--- config.mk ---
export PLATFORM = sky130hd
export DESIGN_NAME = spectral_autoseq
export DESIGN_NICKNAME = d
export VERILOG_FILES = /design/src/inc/spectral_autoseq_pkg.sv /design/src/verilog/flicker_clamp.sv /design/src/verilog/persistence_filter.sv /design/src/verilog/spectral_autoseq.sv
export SDC_FILE = /design/constraint.sdc
export NUM_CORES = 1
export LEC_CHECK = 0
export BUFFER_PORTS_ARGS = -buffer_cell sky130_fd_sc_hd__buf_2
export CORE_MARGIN = 2
export CORE_UTILIZATION = 35
export DETAILED_ROUTE_END_ITERATION = 8
export SETUP_SLACK_MARGIN = 0.5
export SYNTH_ARGS = -nofsm -noshare
export SYNTH_HDL_FRONTEND = slang
export SYNTH_SLANG_ARGS = --single-unit
--- constraint.sdc ---
create_clock -name sys_clk -period 6.05 [get_ports sys_clk]
set_clock_uncertainty 0.05 [all_clocks]
set_input_delay 0 -clock sys_clk [delete_from_list [all_inputs] [get_ports sys_clk]]
set_output_delay 0 -clock sys_clk [all_outputs]
set_load 0.02 [all_outputs]
--- src/inc/spectral_autoseq_pkg.sv ---
// Constants shared by the spectral read-out sequencer
package spectral_autoseq_pkg;

   // Register offsets (8-bit address space)
   localparam logic [7:0] PERSIST_CFG_ADDR  = 8'hCF;
   localparam logic [7:0] SEQ_CFG_ADDR      = 8'hD6;
   localparam logic [7:0] CONTROL_ADDR      = 8'hE0;
   localparam logic [7:0] INT_STATUS_ADDR   = 8'hE1;
   localparam logic [7:0] INT_MASK_ADDR     = 8'hE2;
   localparam logic [7:0] THR_CHAN_ADDR     = 8'hE3;
   localparam logic [7:0] LOW_THR_L_ADDR    = 8'hE4;
   localparam logic [7:0] LOW_THR_H_ADDR    = 8'hE5;
   localparam logic [7:0] HIGH_THR_L_ADDR   = 8'hE6;
   localparam logic [7:0] HIGH_THR_H_ADDR   = 8'hE7;
   localparam logic [7:0] RESULT_BASE_ADDR  = 8'h95;
   localparam logic [7:0] RESULT_LAST_ADDR  = 8'hB8;

   // Field positions
   localparam int FIFO_BYTE_BIT   = 7;
   localparam int SEQ_MODE_LSB    = 5;
   localparam int PERSIST_CODE_LSB = 0;
   localparam int START_BIT       = 0;

   // Reset values
   localparam logic [7:0] PERSIST_CFG_RESET = 8'h00;
   localparam logic [7:0] SEQ_CFG_RESET   = 8'h00;
   localparam logic [3:0] INT_MASK_RESET  = 4'h0;
   localparam logic [2:0] THR_CHAN_RESET  = 3'h0;
   localparam logic [15:0] LOW_THR_RESET  = 16'h0000;
   localparam logic [15:0] HIGH_THR_RESET = 16'hFFFF;

   // Sequence modes of the read-out field
   localparam logic [1:0] MODE_SINGLE   = 2'h0;
   localparam logic [1:0] MODE_RESERVED = 2'h1;
   localparam logic [1:0] MODE_TWELVE   = 2'h2;
   localparam logic [1:0] MODE_EIGHTEEN = 2'h3;

   // Cycle layout
   localparam int SAMPLES_PER_CYCLE = 6;
   localparam int RESULT_SLOTS      = 18;
   localparam logic [2:0] FLICKER_POS     = 3'h5;
   localparam logic [2:0] LAST_SAMPLE_POS = 3'h5;

   // Filter groups per cycle
   localparam logic [1:0] GROUP_Z_Y_XL_IR = 2'h0;
   localparam logic [1:0] GROUP_F2346     = 2'h1;
   localparam logic [1:0] GROUP_F1578     = 2'h2;

   // Clear photodiode pair: 0 = top-left and bottom-right
   localparam logic CLEAR_PAIR_DEFAULT = 1'b0;

   // Flicker saturation
   localparam logic [15:0] FLICKER_SAT = 16'h00FF;

   // Interrupt status bits
   localparam int EV_CYCLE_DONE = 0;
   localparam int EV_MEAS_DONE  = 1;
   localparam int EV_SPECTRAL   = 2;
   localparam int EV_FLICK_SAT  = 3;

   typedef enum logic [1:0]
   {
      ST_IDLE  = 2'b01,
      ST_CYCLE = 2'b10
   } seq_state_t;

endpackage : spectral_autoseq_pkg

--- src/verilog/flicker_clamp.sv ---
// Flicker value clamp for 8-bit FIFO format
`timescale 1ns/1ps
`default_nettype none
module flicker_clamp
   import spectral_autoseq_pkg::*;
(
   // Clock and reset
   input  wire logic        sys_clk,
   input  wire logic        rst_n,
   // Raw flicker sample
   input  wire logic        in_valid,
   input  wire logic [15:0] in_data,
   input  wire logic        flicker_fifo_byte_mode,
   // Clamped sample
   output logic             out_valid,
   output logic [15:0]      out_data,
   output logic             sat_pulse
);

   logic over_byte;
   assign over_byte = (in_data > FLICKER_SAT);

   always_ff @(posedge sys_clk or negedge rst_n)
   begin
      if (!rst_n)
      begin
         out_valid <= 1'b0;
         out_data  <= 16'h0000;
         sat_pulse <= 1'b0;
      end
      else
      begin
         out_valid <= in_valid;
         sat_pulse <= in_valid && flicker_fifo_byte_mode && over_byte;
         if (in_valid)
         begin
            if (flicker_fifo_byte_mode && over_byte)
               out_data <= FLICKER_SAT;
            else
               out_data <= in_data;
         end
      end
   end

   chk_clamp_saturates: assert property (@(posedge sys_clk) disable iff (!rst_n)
      in_valid && flicker_fifo_byte_mode |=> out_data <= FLICKER_SAT)
      else $error("flicker value above a byte not clamped");

   chk_mode_off_pass: assert property (@(posedge sys_clk) disable iff (!rst_n)
      in_valid && !flicker_fifo_byte_mode |=> out_data == $past(in_data))
      else $error("flicker value altered with byte mode off");

endmodule : flicker_clamp
`default_nettype wire

--- src/verilog/persistence_filter.sv ---
// Consecutive out-of-range persistence filter
`timescale 1ns/1ps
`default_nettype none
module persistence_filter
   import spectral_autoseq_pkg::*;
(
   // Clock and reset
   input  wire logic        sys_clk,
   input  wire logic        rst_n,
   // Monitored sample, one per finished cycle
   input  wire logic        sample_valid,
   input  wire logic [15:0] sample,
   input  wire logic [15:0] spectral_low_threshold,
   input  wire logic [15:0] spectral_high_threshold,
   input  wire logic [3:0]  spectral_persistence_count,
   // Interrupt event
   output logic             hit_pulse,
   output logic [5:0]       count
);

   // Samples needed for a given code
   function automatic logic [5:0] required(input logic [3:0] code);
      logic [5:0] c;
      c = {2'b00, code};
      if (code == 4'h0)
         required = 6'h01;
      else if (code <= 4'h3)
         required = c;
      else if (code == 4'h4)
         required = 6'h05;
      else
         required = 6'(5 * (c - 6'h03));
   endfunction : required

   logic outside;
   logic [5:0] count_next;
   assign outside = (sample < spectral_low_threshold) ||
                    (sample > spectral_high_threshold);
   assign count_next = count + 6'h01;

   always_ff @(posedge sys_clk or negedge rst_n)
   begin
      if (!rst_n)
      begin
         count     <= 6'h00;
         hit_pulse <= 1'b0;
      end
      else
      begin
         hit_pulse <= 1'b0;
         if (sample_valid)
         begin
            if (spectral_persistence_count == 4'h0)
            begin
               hit_pulse <= 1'b1;
               count     <= 6'h00;
            end
            else if (!outside)
               count <= 6'h00;
            else if (count_next >= required(spectral_persistence_count))
            begin
               hit_pulse <= 1'b1;
               count     <= 6'h00;
            end
            else
               count <= count_next;
         end
      end
   end

   chk_inrange_clears: assert property (@(posedge sys_clk) disable iff (!rst_n)
      sample_valid && !outside |=> count == 6'h00)
      else $error("in-range sample did not clear the counter");

   chk_code_zero: assert property (@(posedge sys_clk) disable iff (!rst_n)
      sample_valid && spectral_persistence_count == 4'h0 |=> hit_pulse)
      else $error("code zero did not interrupt on the cycle");

   chk_hit_needs_run: assert property (@(posedge sys_clk) disable iff (!rst_n)
      sample_valid && outside && spectral_persistence_count != 4'h0 &&
      count_next < required(spectral_persistence_count) |=> !hit_pulse)
      else $error("interrupt before persistence count reached");

endmodule : persistence_filter
`default_nettype wire

--- src/verilog/spectral_autoseq.sv ---
// Spectral automatic read-out sequencer with persistence interrupt
//
// Functional notes
// - Bit 7 enables 8-bit flicker FIFO format
// - Flicker above a byte saturates to FF
// - Mode 0 runs one six-channel cycle
// - Mode 2 runs two cycles, twelve channels
// - Mode 3 runs three cycles, eighteen channels
// - Sequence runs alone, each result own slot
// - Clear pair defaults top-left, bottom-right
// - Persistence code sets consecutive out-of-range samples
// - Only the selected channel is monitored
// - In-range sample clears the counter
// - Persistence code decoding, zero means every cycle
//
// The implementer's own choice: the plain strobed port.
`timescale 1ns/1ps
`default_nettype none
module spectral_autoseq
   import spectral_autoseq_pkg::*;
(
   // Clock and reset
   input  wire logic        sys_clk,
   input  wire logic        rst_n,
   // Register port
   input  wire logic [7:0]  reg_addr,
   input  wire logic [7:0]  reg_wdata,
   input  wire logic        reg_wr,
   input  wire logic        reg_rd,
   output logic [7:0]       reg_rdata,
   // Converter front end
   output logic             cycle_req,
   output logic [1:0]       filter_group,
   output logic             clear_pair_sel,
   input  wire logic        conv_valid,
   input  wire logic [15:0] conv_data,
   // Flicker FIFO feed
   output logic             flicker_fifo_valid,
   output logic [15:0]      flicker_fifo_data,
   // Status
   output logic             busy,
   output logic             irq
);

   ////////////////////////////////////////////////////////////////////////
   // Helpers

   function automatic logic [1:0] cycles_for(input logic [1:0] mode);
      unique case (mode)
         MODE_TWELVE:   cycles_for = 2'h2;
         MODE_EIGHTEEN: cycles_for = 2'h3;
         default:       cycles_for = 2'h1;
      endcase
   endfunction : cycles_for

   function automatic logic [4:0] slot_of(input logic [1:0] cyc,
                                          input logic [2:0] pos);
      slot_of = 5'(cyc * SAMPLES_PER_CYCLE) + {2'b00, pos};
   endfunction : slot_of

   ////////////////////////////////////////////////////////////////////////
   // Registers

   logic [7:0]  persist_cfg_reg;
   logic [7:0]  seq_cfg_reg;
   logic [3:0]  int_status_reg;
   logic [3:0]  int_mask_reg;
   logic [2:0]  thr_chan_reg;
   logic [15:0] low_thr_reg;
   logic [15:0] high_thr_reg;
   logic [15:0] result_mem [RESULT_SLOTS];

   logic        flicker_fifo_byte_mode;
   logic [1:0]  seq_mode;
   logic [3:0]  spectral_persistence_count;
   assign flicker_fifo_byte_mode     = seq_cfg_reg[FIFO_BYTE_BIT];
   assign seq_mode                   = seq_cfg_reg[SEQ_MODE_LSB +: 2];
   assign spectral_persistence_count = persist_cfg_reg[PERSIST_CODE_LSB +: 4];

   logic wr_control;
   logic start_req;
   assign wr_control = reg_wr && (reg_addr == CONTROL_ADDR);
   assign start_req  = wr_control && reg_wdata[START_BIT];

   always_ff @(posedge sys_clk or negedge rst_n)
   begin
      if (!rst_n)
      begin
         persist_cfg_reg <= PERSIST_CFG_RESET;
         seq_cfg_reg  <= SEQ_CFG_RESET;
         int_mask_reg <= INT_MASK_RESET;
         thr_chan_reg <= THR_CHAN_RESET;
         low_thr_reg  <= LOW_THR_RESET;
         high_thr_reg <= HIGH_THR_RESET;
      end
      else if (reg_wr)
      begin
         unique case (reg_addr)
            PERSIST_CFG_ADDR: persist_cfg_reg <= {4'h0, reg_wdata[3:0]};
            SEQ_CFG_ADDR:    seq_cfg_reg  <= {reg_wdata[7:5], 5'h00};
            INT_MASK_ADDR:   int_mask_reg <= reg_wdata[3:0];
            THR_CHAN_ADDR:   thr_chan_reg <= reg_wdata[2:0];
            LOW_THR_L_ADDR:  low_thr_reg[7:0]   <= reg_wdata;
            LOW_THR_H_ADDR:  low_thr_reg[15:8]  <= reg_wdata;
            HIGH_THR_L_ADDR: high_thr_reg[7:0]  <= reg_wdata;
            HIGH_THR_H_ADDR: high_thr_reg[15:8] <= reg_wdata;
            default:         ;
         endcase
      end
   end

   ////////////////////////////////////////////////////////////////////////
   // Sequencer

   seq_state_t state_reg;
   logic [1:0] cycle_reg;
   logic [1:0] last_cycle_reg;
   logic [2:0] pos_reg;
   logic       cycle_end;
   logic       meas_done;

   assign cycle_end = (state_reg == ST_CYCLE) && conv_valid &&
                      (pos_reg == LAST_SAMPLE_POS);
   assign meas_done = cycle_end && (cycle_reg == last_cycle_reg);
   assign busy      = (state_reg == ST_CYCLE);

   always_ff @(posedge sys_clk or negedge rst_n)
   begin
      if (!rst_n)
      begin
         state_reg      <= ST_IDLE;
         cycle_reg      <= 2'h0;
         last_cycle_reg <= 2'h0;
         pos_reg        <= 3'h0;
         cycle_req      <= 1'b0;
      end
      else
      begin
         cycle_req <= 1'b0;
         unique case (state_reg)
            ST_IDLE:
            begin
               if (start_req)
               begin
                  // Mode is sampled here; software keeps it still while busy
                  last_cycle_reg <= cycles_for(seq_mode) - 2'h1;
                  cycle_reg      <= 2'h0;
                  pos_reg        <= 3'h0;
                  cycle_req      <= 1'b1;
                  state_reg      <= ST_CYCLE;
               end
            end
            ST_CYCLE:
            begin
               if (conv_valid)
               begin
                  if (pos_reg != LAST_SAMPLE_POS)
                     pos_reg <= pos_reg + 3'h1;
                  else if (meas_done)
                     state_reg <= ST_IDLE;
                  else
                  begin
                     pos_reg   <= 3'h0;
                     cycle_reg <= cycle_reg + 2'h1;
                     cycle_req <= 1'b1;
                  end
               end
            end
            default: state_reg <= ST_IDLE;
         endcase
      end
   end

   // Filter group follows the cycle number
   always_comb
   begin
      unique case (cycle_reg)
         2'h1:    filter_group = GROUP_F2346;
         2'h2:    filter_group = GROUP_F1578;
         default: filter_group = GROUP_Z_Y_XL_IR;
      endcase
   end

   assign clear_pair_sel = CLEAR_PAIR_DEFAULT;

   ////////////////////////////////////////////////////////////////////////
   // Result slots

   logic       flick_in;
   logic       flick_sat;
   logic [4:0] flick_slot_reg;
   logic       sample_take;
   assign sample_take = (state_reg == ST_CYCLE) && conv_valid;
   assign flick_in    = sample_take && (pos_reg == FLICKER_POS);

   flicker_clamp u_clamp
   (
      .sys_clk                (sys_clk),
      .rst_n                  (rst_n),
      .in_valid               (flick_in),
      .in_data                (conv_data),
      .flicker_fifo_byte_mode (flicker_fifo_byte_mode),
      .out_valid              (flicker_fifo_valid),
      .out_data               (flicker_fifo_data),
      .sat_pulse              (flick_sat)
   );

   always_ff @(posedge sys_clk or negedge rst_n)
   begin
      if (!rst_n)
         flick_slot_reg <= 5'h00;
      else if (flick_in)
         flick_slot_reg <= slot_of(cycle_reg, pos_reg);
   end

   always_ff @(posedge sys_clk)
   begin
      if (sample_take && !flick_in)
         result_mem[slot_of(cycle_reg, pos_reg)] <= conv_data;
      if (flicker_fifo_valid)
         result_mem[flick_slot_reg] <= flicker_fifo_data;
   end

   ////////////////////////////////////////////////////////////////////////
   // Persistence

   logic [15:0] mon_sample_reg;
   logic [15:0] mon_sample;
   logic        spectral_hit;
   assign mon_sample = (sample_take && pos_reg == thr_chan_reg) ?
                       conv_data : mon_sample_reg;

   always_ff @(posedge sys_clk or negedge rst_n)
   begin
      if (!rst_n)
         mon_sample_reg <= 16'h0000;
      else
         mon_sample_reg <= mon_sample;
   end

   persistence_filter u_persist
   (
      .sys_clk                    (sys_clk),
      .rst_n                      (rst_n),
      .sample_valid               (cycle_end),
      .sample                     (mon_sample),
      .spectral_low_threshold     (low_thr_reg),
      .spectral_high_threshold    (high_thr_reg),
      .spectral_persistence_count (spectral_persistence_count),
      .hit_pulse                  (spectral_hit),
      .count                      ()
   );

   ////////////////////////////////////////////////////////////////////////
   // Interrupts

   logic [3:0] events;
   logic [3:0] clear_bits;
   assign events = {flick_sat, spectral_hit, meas_done, cycle_end};
   assign clear_bits = (reg_wr && reg_addr == INT_STATUS_ADDR) ?
                       reg_wdata[3:0] : 4'h0;

   always_ff @(posedge sys_clk or negedge rst_n)
   begin
      if (!rst_n)
         int_status_reg <= 4'h0;
      else
         int_status_reg <= (int_status_reg & ~clear_bits) | events;
   end

   assign irq = |(int_status_reg & int_mask_reg);

   ////////////////////////////////////////////////////////////////////////
   // Read port

   logic       result_hit;
   logic [7:0] result_off;
   assign result_hit = (reg_addr >= RESULT_BASE_ADDR) &&
                       (reg_addr <= RESULT_LAST_ADDR);
   assign result_off = reg_addr - RESULT_BASE_ADDR;

   always_ff @(posedge sys_clk or negedge rst_n)
   begin
      if (!rst_n)
         reg_rdata <= 8'h00;
      else if (!reg_rd)
         reg_rdata <= 8'h00;
      else if (result_hit)
         reg_rdata <= result_off[0] ? result_mem[result_off[5:1]][15:8]
                                    : result_mem[result_off[5:1]][7:0];
      else
      begin
         unique case (reg_addr)
            PERSIST_CFG_ADDR: reg_rdata <= persist_cfg_reg;
            SEQ_CFG_ADDR:    reg_rdata <= seq_cfg_reg;
            CONTROL_ADDR:    reg_rdata <= {7'h00, busy};
            INT_STATUS_ADDR: reg_rdata <= {4'h0, int_status_reg};
            INT_MASK_ADDR:   reg_rdata <= {4'h0, int_mask_reg};
            THR_CHAN_ADDR:   reg_rdata <= {5'h00, thr_chan_reg};
            LOW_THR_L_ADDR:  reg_rdata <= low_thr_reg[7:0];
            LOW_THR_H_ADDR:  reg_rdata <= low_thr_reg[15:8];
            HIGH_THR_L_ADDR: reg_rdata <= high_thr_reg[7:0];
            HIGH_THR_H_ADDR: reg_rdata <= high_thr_reg[15:8];
            default:         reg_rdata <= 8'h00;
         endcase
      end
   end

   ////////////////////////////////////////////////////////////////////////
   // Checks

   chk_single_cycle: assert property (@(posedge sys_clk) disable iff (!rst_n)
      state_reg == ST_IDLE && start_req && seq_mode == MODE_SINGLE
      |=> last_cycle_reg == 2'h0)
      else $error("single mode did not plan one cycle");

   chk_eighteen_last: assert property (@(posedge sys_clk) disable iff (!rst_n)
      meas_done && last_cycle_reg == 2'h2 |-> filter_group == GROUP_F1578)
      else $error("eighteen channel run ended on wrong group");

   chk_twelve_second: assert property (@(posedge sys_clk) disable iff (!rst_n)
      cycle_req && cycle_reg == 2'h1 |-> filter_group == GROUP_F2346)
      else $error("second cycle used wrong filter group");

   chk_start_runs: assert property (@(posedge sys_clk) disable iff (!rst_n)
      state_reg == ST_IDLE && start_req |=> busy && cycle_req)
      else $error("start did not launch the first cycle");

   chk_irq_masked: assert property (@(posedge sys_clk) disable iff (!rst_n)
      spectral_hit && int_mask_reg[EV_SPECTRAL] |=> irq)
      else $error("spectral event did not raise the interrupt");

endmodule : spectral_autoseq
`default_nettype wire

* After elaboration in Yosys (flattened, before gate mapping) *
Memory sizes are Yosys's and may differ from the RTL's.
Cells that the tools add are included.

word-level totals
  register bits = 114
  bits in writable memories = 288
  output and inout port bits = 31
  memories = 1

cells by class
  multiply operators = 2
  $lt $le $gt $ge = 7
  reduce and logical (&&, ||, !) cells = 29
  multiplexer cells = 47
  bitwise logic cells = 4
  equality and inequality tests = 27
  add/subtract/negate cells = 7

memory list
  memory      depth  width  rd ports  clocked after Yosys merged registers in  wr ports  RTL line                source
  result_mem  18     16     1         0                                        2         spectral_autoseq.sv:71  logic [15:0] result_mem [RESULT_SLOTS];

operator list
  operator                                                        count
  == test 8 bit, second input constant                            10
  one-hot mux 8 bit (10 select lines)                             1
  2-to-1 mux 6 bit                                                8
  multiplier 3 x 32 -> 6 bit, first input constant                1
  2-to-1 mux 16 bit                                               2
  2-to-1 mux 8 bit                                                3
  2-to-1 mux 2 bit                                                10
  AND reduction 2 bit                                             9
  greater-than comparator 16 bit                                  1
  greater-than comparator 16 x 8 -> 1 bit, second input constant  1
  less-than comparator 16 bit                                     1
  one-hot mux 2 bit (2 select lines)                              4
  logical AND 1 bit                                               12
  2-to-1 mux 1 bit                                                12
  2-to-1 mux 3 bit                                                4
  AND 4 bit                                                       2
  == test 2 bit, second input constant                            4
  >= comparator 8 bit, second input constant                      1
  less-or-equal comparator 8 bit, second input constant           1
  inequality test 2 bit, second input constant                    4
  AND reduction 4 bit                                             2
  adder 6 x 1 -> 6 bit, second input constant                     1
  >= comparator 6 bit                                             1
  one-hot mux 3 bit (2 select lines)                              1
  26 further kinds                                                27

* Logic depth before layout (Yosys ltp) *
  word-level depth = 14
  depth in mapped cells = 15
  gate-level depth less buffers = 13

* Modules after synthesis *
Synthesis repeated with hierarchy kept, for this count alone.

second synthesis, totals
  cell total of the unflattened synthesis = 1613
  area total of the unflattened synthesis = 21886.0 um^2

modules (own cells, without submodules)
  module              area an instance (um^2)  cells each  times used  sequential area each (um^2)
  spectral_autoseq    19531.2                  1338        1           10896.7
  persistence_filter  1610.3                   201         1           175.2
  flicker_clamp       744.5                    74          1           450.4

* Least setup slack after synthesis *
No wires, ideal clock.

  path kind = reg-to-reg
  start = register state_reg[0]
  end = register u_persist.count[1]
  path buffers = 2
  required time = 5917 ps
  path slack = 2349 ps
  stages on the path, launching flop included = 16
  period minus slack after synthesis = 3701 ps
  arrival time = 3569 ps
  path through = dfstp_2 -> inv_1 -> ha_1 -> nand2_1 -> or4_1 -> clkbuf_1 -> clkbuf_1 -> mux2_2 -> ha_1 -> a21oi_1 -> o221ai_1 -> a221oi_1 -> o21ai_0 -> a21o_1 -> a211o_1 -> o21ai_0

between the ends
  cells in the longest elaborated chain, start to end = 8
  elaborated cells between the ends (all ways) = 10

RTL lines
  element                                                                        RTL line                                            source
  start: declaration                                                             spectral_autoseq.sv:115                             seq_state_t state_reg;
  start signal: assignment                                                       spectral_autoseq.sv:131                             state_reg <= ST_IDLE;
  start signal: assignment                                                       spectral_autoseq.sv:150                             state_reg <= ST_CYCLE;
  start signal: assignment                                                       spectral_autoseq.sv:160                             state_reg <= ST_IDLE;
  == test 2 bit (*)                                                              --
  via busy                                                                       spectral_autoseq.sv:41                              output logic busy,
  logical AND 1 bit (*)                                                          spectral_autoseq.sv:122, spectral_autoseq.sv:193
  logical AND 1 bit (*)                                                          spectral_autoseq.sv:230                             assign mon_sample = (sample_take && pos_reg == thr_chan_reg) ?
  2-to-1 mux 16 bit (*)                                                          spectral_autoseq.sv:230
  via mon_sample[10]                                                             spectral_autoseq.sv:228                             logic [15:0] mon_sample;
  less-than comparator 16 bit or greater-than comparator 16 bit (tied branches)  persistence_filter.sv:37, persistence_filter.sv:38
  logical OR 1 bit (*)                                                           persistence_filter.sv:37                            assign outside = (sample < spectral_low_threshold) ||
  2-to-1 mux 6 bit (*)                                                           persistence_filter.sv:58                            else if (!outside)
  2-to-1 mux 6 bit (*)                                                           persistence_filter.sv:53                            if (spectral_persistence_count == 4'h0)
  end signal: assignment                                                         persistence_filter.sv:66                            count <= count_next;
  end: declaration                                                               persistence_filter.sv:18                            output logic [5:0] count

Mark *: on every way through the listed nets, which the timed path passes. The rest lies on a longest branch.
A chain may end at the register's enable or synchronous reset.

* Worst setup path after layout *
  start = register state_reg[0]
  end = register u_persist.count[2]

between the ends
  cells in the longest elaborated chain, start to end = 8
  elaborated cells between the ends (all ways) = 10

RTL lines
  element                                                                        RTL line                                            source
  == test 2 bit (*)                                                              spectral_autoseq.sv:193                             assign sample_take = (state_reg == ST_CYCLE) && conv_valid;
  logical AND 1 bit (*)                                                          spectral_autoseq.sv:193
  logical AND 1 bit (*)                                                          spectral_autoseq.sv:230
  2-to-1 mux 16 bit (*)                                                          spectral_autoseq.sv:230
  via mon_sample[10]                                                             spectral_autoseq.sv:228
  less-than comparator 16 bit or greater-than comparator 16 bit (tied branches)  persistence_filter.sv:37, persistence_filter.sv:38
  logical OR 1 bit (*)                                                           persistence_filter.sv:37
  2-to-1 mux 6 bit (*)                                                           persistence_filter.sv:58
  2-to-1 mux 6 bit (*)                                                           persistence_filter.sv:53

Marked as above.

==> results.txt <==
EDFF count, synth: 288
Port Buffers: 66
Routed WL: 70400 um
Clk pwr share: 41.5%
Total Die Area: 64600 um2
max reg flops: 288
CP delay by family, top: compound AO/OA/AOI/OAI gates
Clock Pin Slew Worst Setup and Hold Paths: 0.06 ns
setup bufs post-CTS: 0
Seq/Total Area, Yosys: 52.6%
crit path time final: 4.33 ns
outcome: completed
clock buffer depth: 3
CTS tree: yes
wire per inst: 26.8 um
Layout area overhead: 13.0%
switching power total: 1520 uW
CORE AREA: 61800 um2
fraction of layout cells with a size suffix above 1: 33.7%
most frequent cells in the layout: mux2_2 (354), edfxtp_1 (288), nand2_1 (152), dfrtp_1 (97), buf_2 (65)
initial antenna violation count: 3
crit share post-route: 71.5%
Slew Limit Fails: 0
ANT cells: 0
via count: 15200
Synth Register Bits: 402
vias in the first global route: 15200
Slew @ Worst Pin: 1.31 ns
Hold Violations, Final: 0
Top reg by flops: result_mem
row count: 91
slowest CP cell: or4_1
DRC violations left: 0
Critical Setup Path Class: reg2reg
RSZ-0062 raised after global routing: false
most common library cell in the layout ignoring fill and taps: mux2_2
CP Max Fanout: 17
Int Power: 4720 uW
post-synth cell types: 81
required time of the critical path: 6.49 ns
Slowest Stage Delay on Critical Path: 0.91 ns
Top FF cell, synth: edfxtp_1
Final ANT Viol Nets: 0
IR drop worst, VDD: 0.162 mV
crit-path cells: inv_1 -> ha_1 -> nand2_1 -> or4_1 -> mux2_2 -> ha_1 -> a21oi_1 -> o221ai_1 -> a221oi_1 -> o21ai_0 -> a21o_1 -> a211o_1 -> o21ai_0
H-tree levels: 2
CTS root buf: clkbuf_16
Initial Util: 35.4%
Setup-failing EPs final: 0
min-delay worst type: in2reg
synth top area cells: edfxtp_1 (40%), mux2_2 (18%), dfrtp_1 (11%), mux4_2 (3.7%), ha_1 (3.2%)
Post-synth ARST share: 28.4%
Syn Area/Cell: 12.8 um2
total I/O pin count: 68
CP Launch Type: flip-flop
Max Freq: 231 MHz
Flop pwr share: 48.1%
MaxCap Viol Count: 0
top cell type's share of synthesized area: 39.5%
CTS Buf Count: 45
Worst slew margin: 12.5%
power per cell area: 252 nW/um2
Critical Path Sink Type: flip-flop
WP buf/inv: 1
Starting DRT DRC Count: 1686
grt ovf: 0
CP arrival: 4.77 ns
drt first pass iters: 5
largest net degree at the start of global routing: 81
setup_tns: 0 ns
cell taking the most area after synthesis: edfxtp_1
YS warnings: 0
aggregate global-route resource usage: 21.9%
die width: 254 um
first-pass GRT wire length: 103000 um
Syn Inst Count: 1712
number of nets in the layout: 1848
sw frac: 24.4%
Cell Area, Synth: 21900 um2
Post-Syn Nets: 1807
leak pwr: 0.00936 uW
filler instances: 5779
number of cells upsized or downsized after cts: 0
clock sink count: 402
vias per cell: 5.78
Final Hold Slack: 0.0293 ns
GPL Wtd Cong: 0.918
worst skew pair latency: 0.59 ns
Die H: 254 um
Comb pwr share: 10.5%
DPL Wire Length: 45500 um
==> metrics by stage <==
step	area, um2	worst slack [ns]	instances	util [%]	power (uW)
after floorplan	21900	2.35	1712	-	3470
after detailed placement	23100	1.78	2515	37.4	3680
final	24700	1.72	2622	40.0	6240
after global routing	24700	1.50	2622	40.0	6440
after global placement	23100	1.87	2515	37.4	3670
after CTS	24700	1.77	2622	40.0	6270
==> final timing paths <==
path,from,endpoint,slack (ns),cells after the start
worst max-delay path,state_reg[0],u_persist.count[2],1.72,13
worst min register to register,u_clamp.sat_pulse,int_status_reg[3],0.38,1
min in group asynchronous,rst_n,cycle_req,0.04,2
max in group asynchronous,rst_n,mon_sample_reg[1],4.56,3
worst min-delay path,reg_addr[2],reg_rdata[2],0.03,3
worst max register to register,state_reg[0],u_persist.count[2],1.72,13
==> metal layers <==
metal / vias up / GRT usage (%) / routed length (um)
li1: 6537 / - / -
met1: 7762 / 30.4 / 30300
met2: 715 / 33.9 / 31700
met3: 149 / 4.40 / 5740
met4: 2 / 7.90 / 2600
met5: - / 0 / 8
==> power by group through the flow <==
stage / combinational (uW) / sequential (uW) / clock (uW)
2_1_floorplan: 427 / 3050 / 0
3_3_place_gp: 616 / 3060 / 0
3_5_place_dp: 627 / 3060 / 0
4_1_cts: 643 / 3000 / 2630
5_1_grt: 698 / 3000 / 2740
6_report: 653 / 3000 / 2590
==> cells by family (layout without fill, tap and decap cells) <==
group	count (synthesis)	in the layout	share of synthesized area [%]
compound gates	239	239	7.52
flops	402	402	52.6
fa+ha+maj	58	58	3.38
simple gates	360	360	7.92
buf+inv	201	274	3.79
xor+xnor	23	23	1.01
mux	428	428	23.7
other cells	1	1	0.0171
==> worst register-to-register path, stage by stage (launching register included) <==
cell	delay [ns]
dfstp_2	0.38
inv_1	0.06
ha_1	0.32
nand2_1	0.17
or4_1	0.91
mux2_2	0.48
ha_1	0.29
a21oi_1	0.14
o221ai_1	0.13
a221oi_1	0.37
o21ai_0	0.17
a21o_1	0.20
a211o_1	0.38
o21ai_0	0.19
==> synth_stat cells, drive strengths merged (4+ instances only) <==
cell type and number:
a2111oi 4, a211o 7, a211oi 14, a21boi 4, a21o 16, a21oi 30, a221oi 9, a222oi 7
a22oi 20, a311oi 5, a31oi 9, and2 9, and3 6, buf 42, clkbuf 103, dfrtp 97
dfstp 17, edfxtp 288, ha 56, inv 56, mux2 354, mux2i 37, mux4 37, nand2 152
nand2b 25, nand3 42, nand3b 11, nand4 10, nor2 46, nor2b 9, nor3 25, nor3b 5
nor4 6, o2111ai 4, o211ai 6, o21ai 62, o21bai 5, o22ai 9, o31ai 8, xnor2 14
xor2 9
==> area by class of cell <==
class | instances | area [um2] | area share, %
Inverter | 56 | 210 | 0.849
Timing Repair Buffer | 139 | 963 | 3.89
Clock inverter | 22 | 161 | 0.652
Clock buffer | 57 | 1190 | 4.82
Sequential cell | 402 | 11500 | 46.6
Multi-Input combinational cell | 1109 | 9650 | 39.0
Tap cell | 837 | 1050 | 4.23
==> repair_timing <==
item,CTS,global route
hold buffers,28,0
endpoints found under the hold margin,142,0
endpoints found under the setup margin,0,0
(Power assumes the default switching activity.)
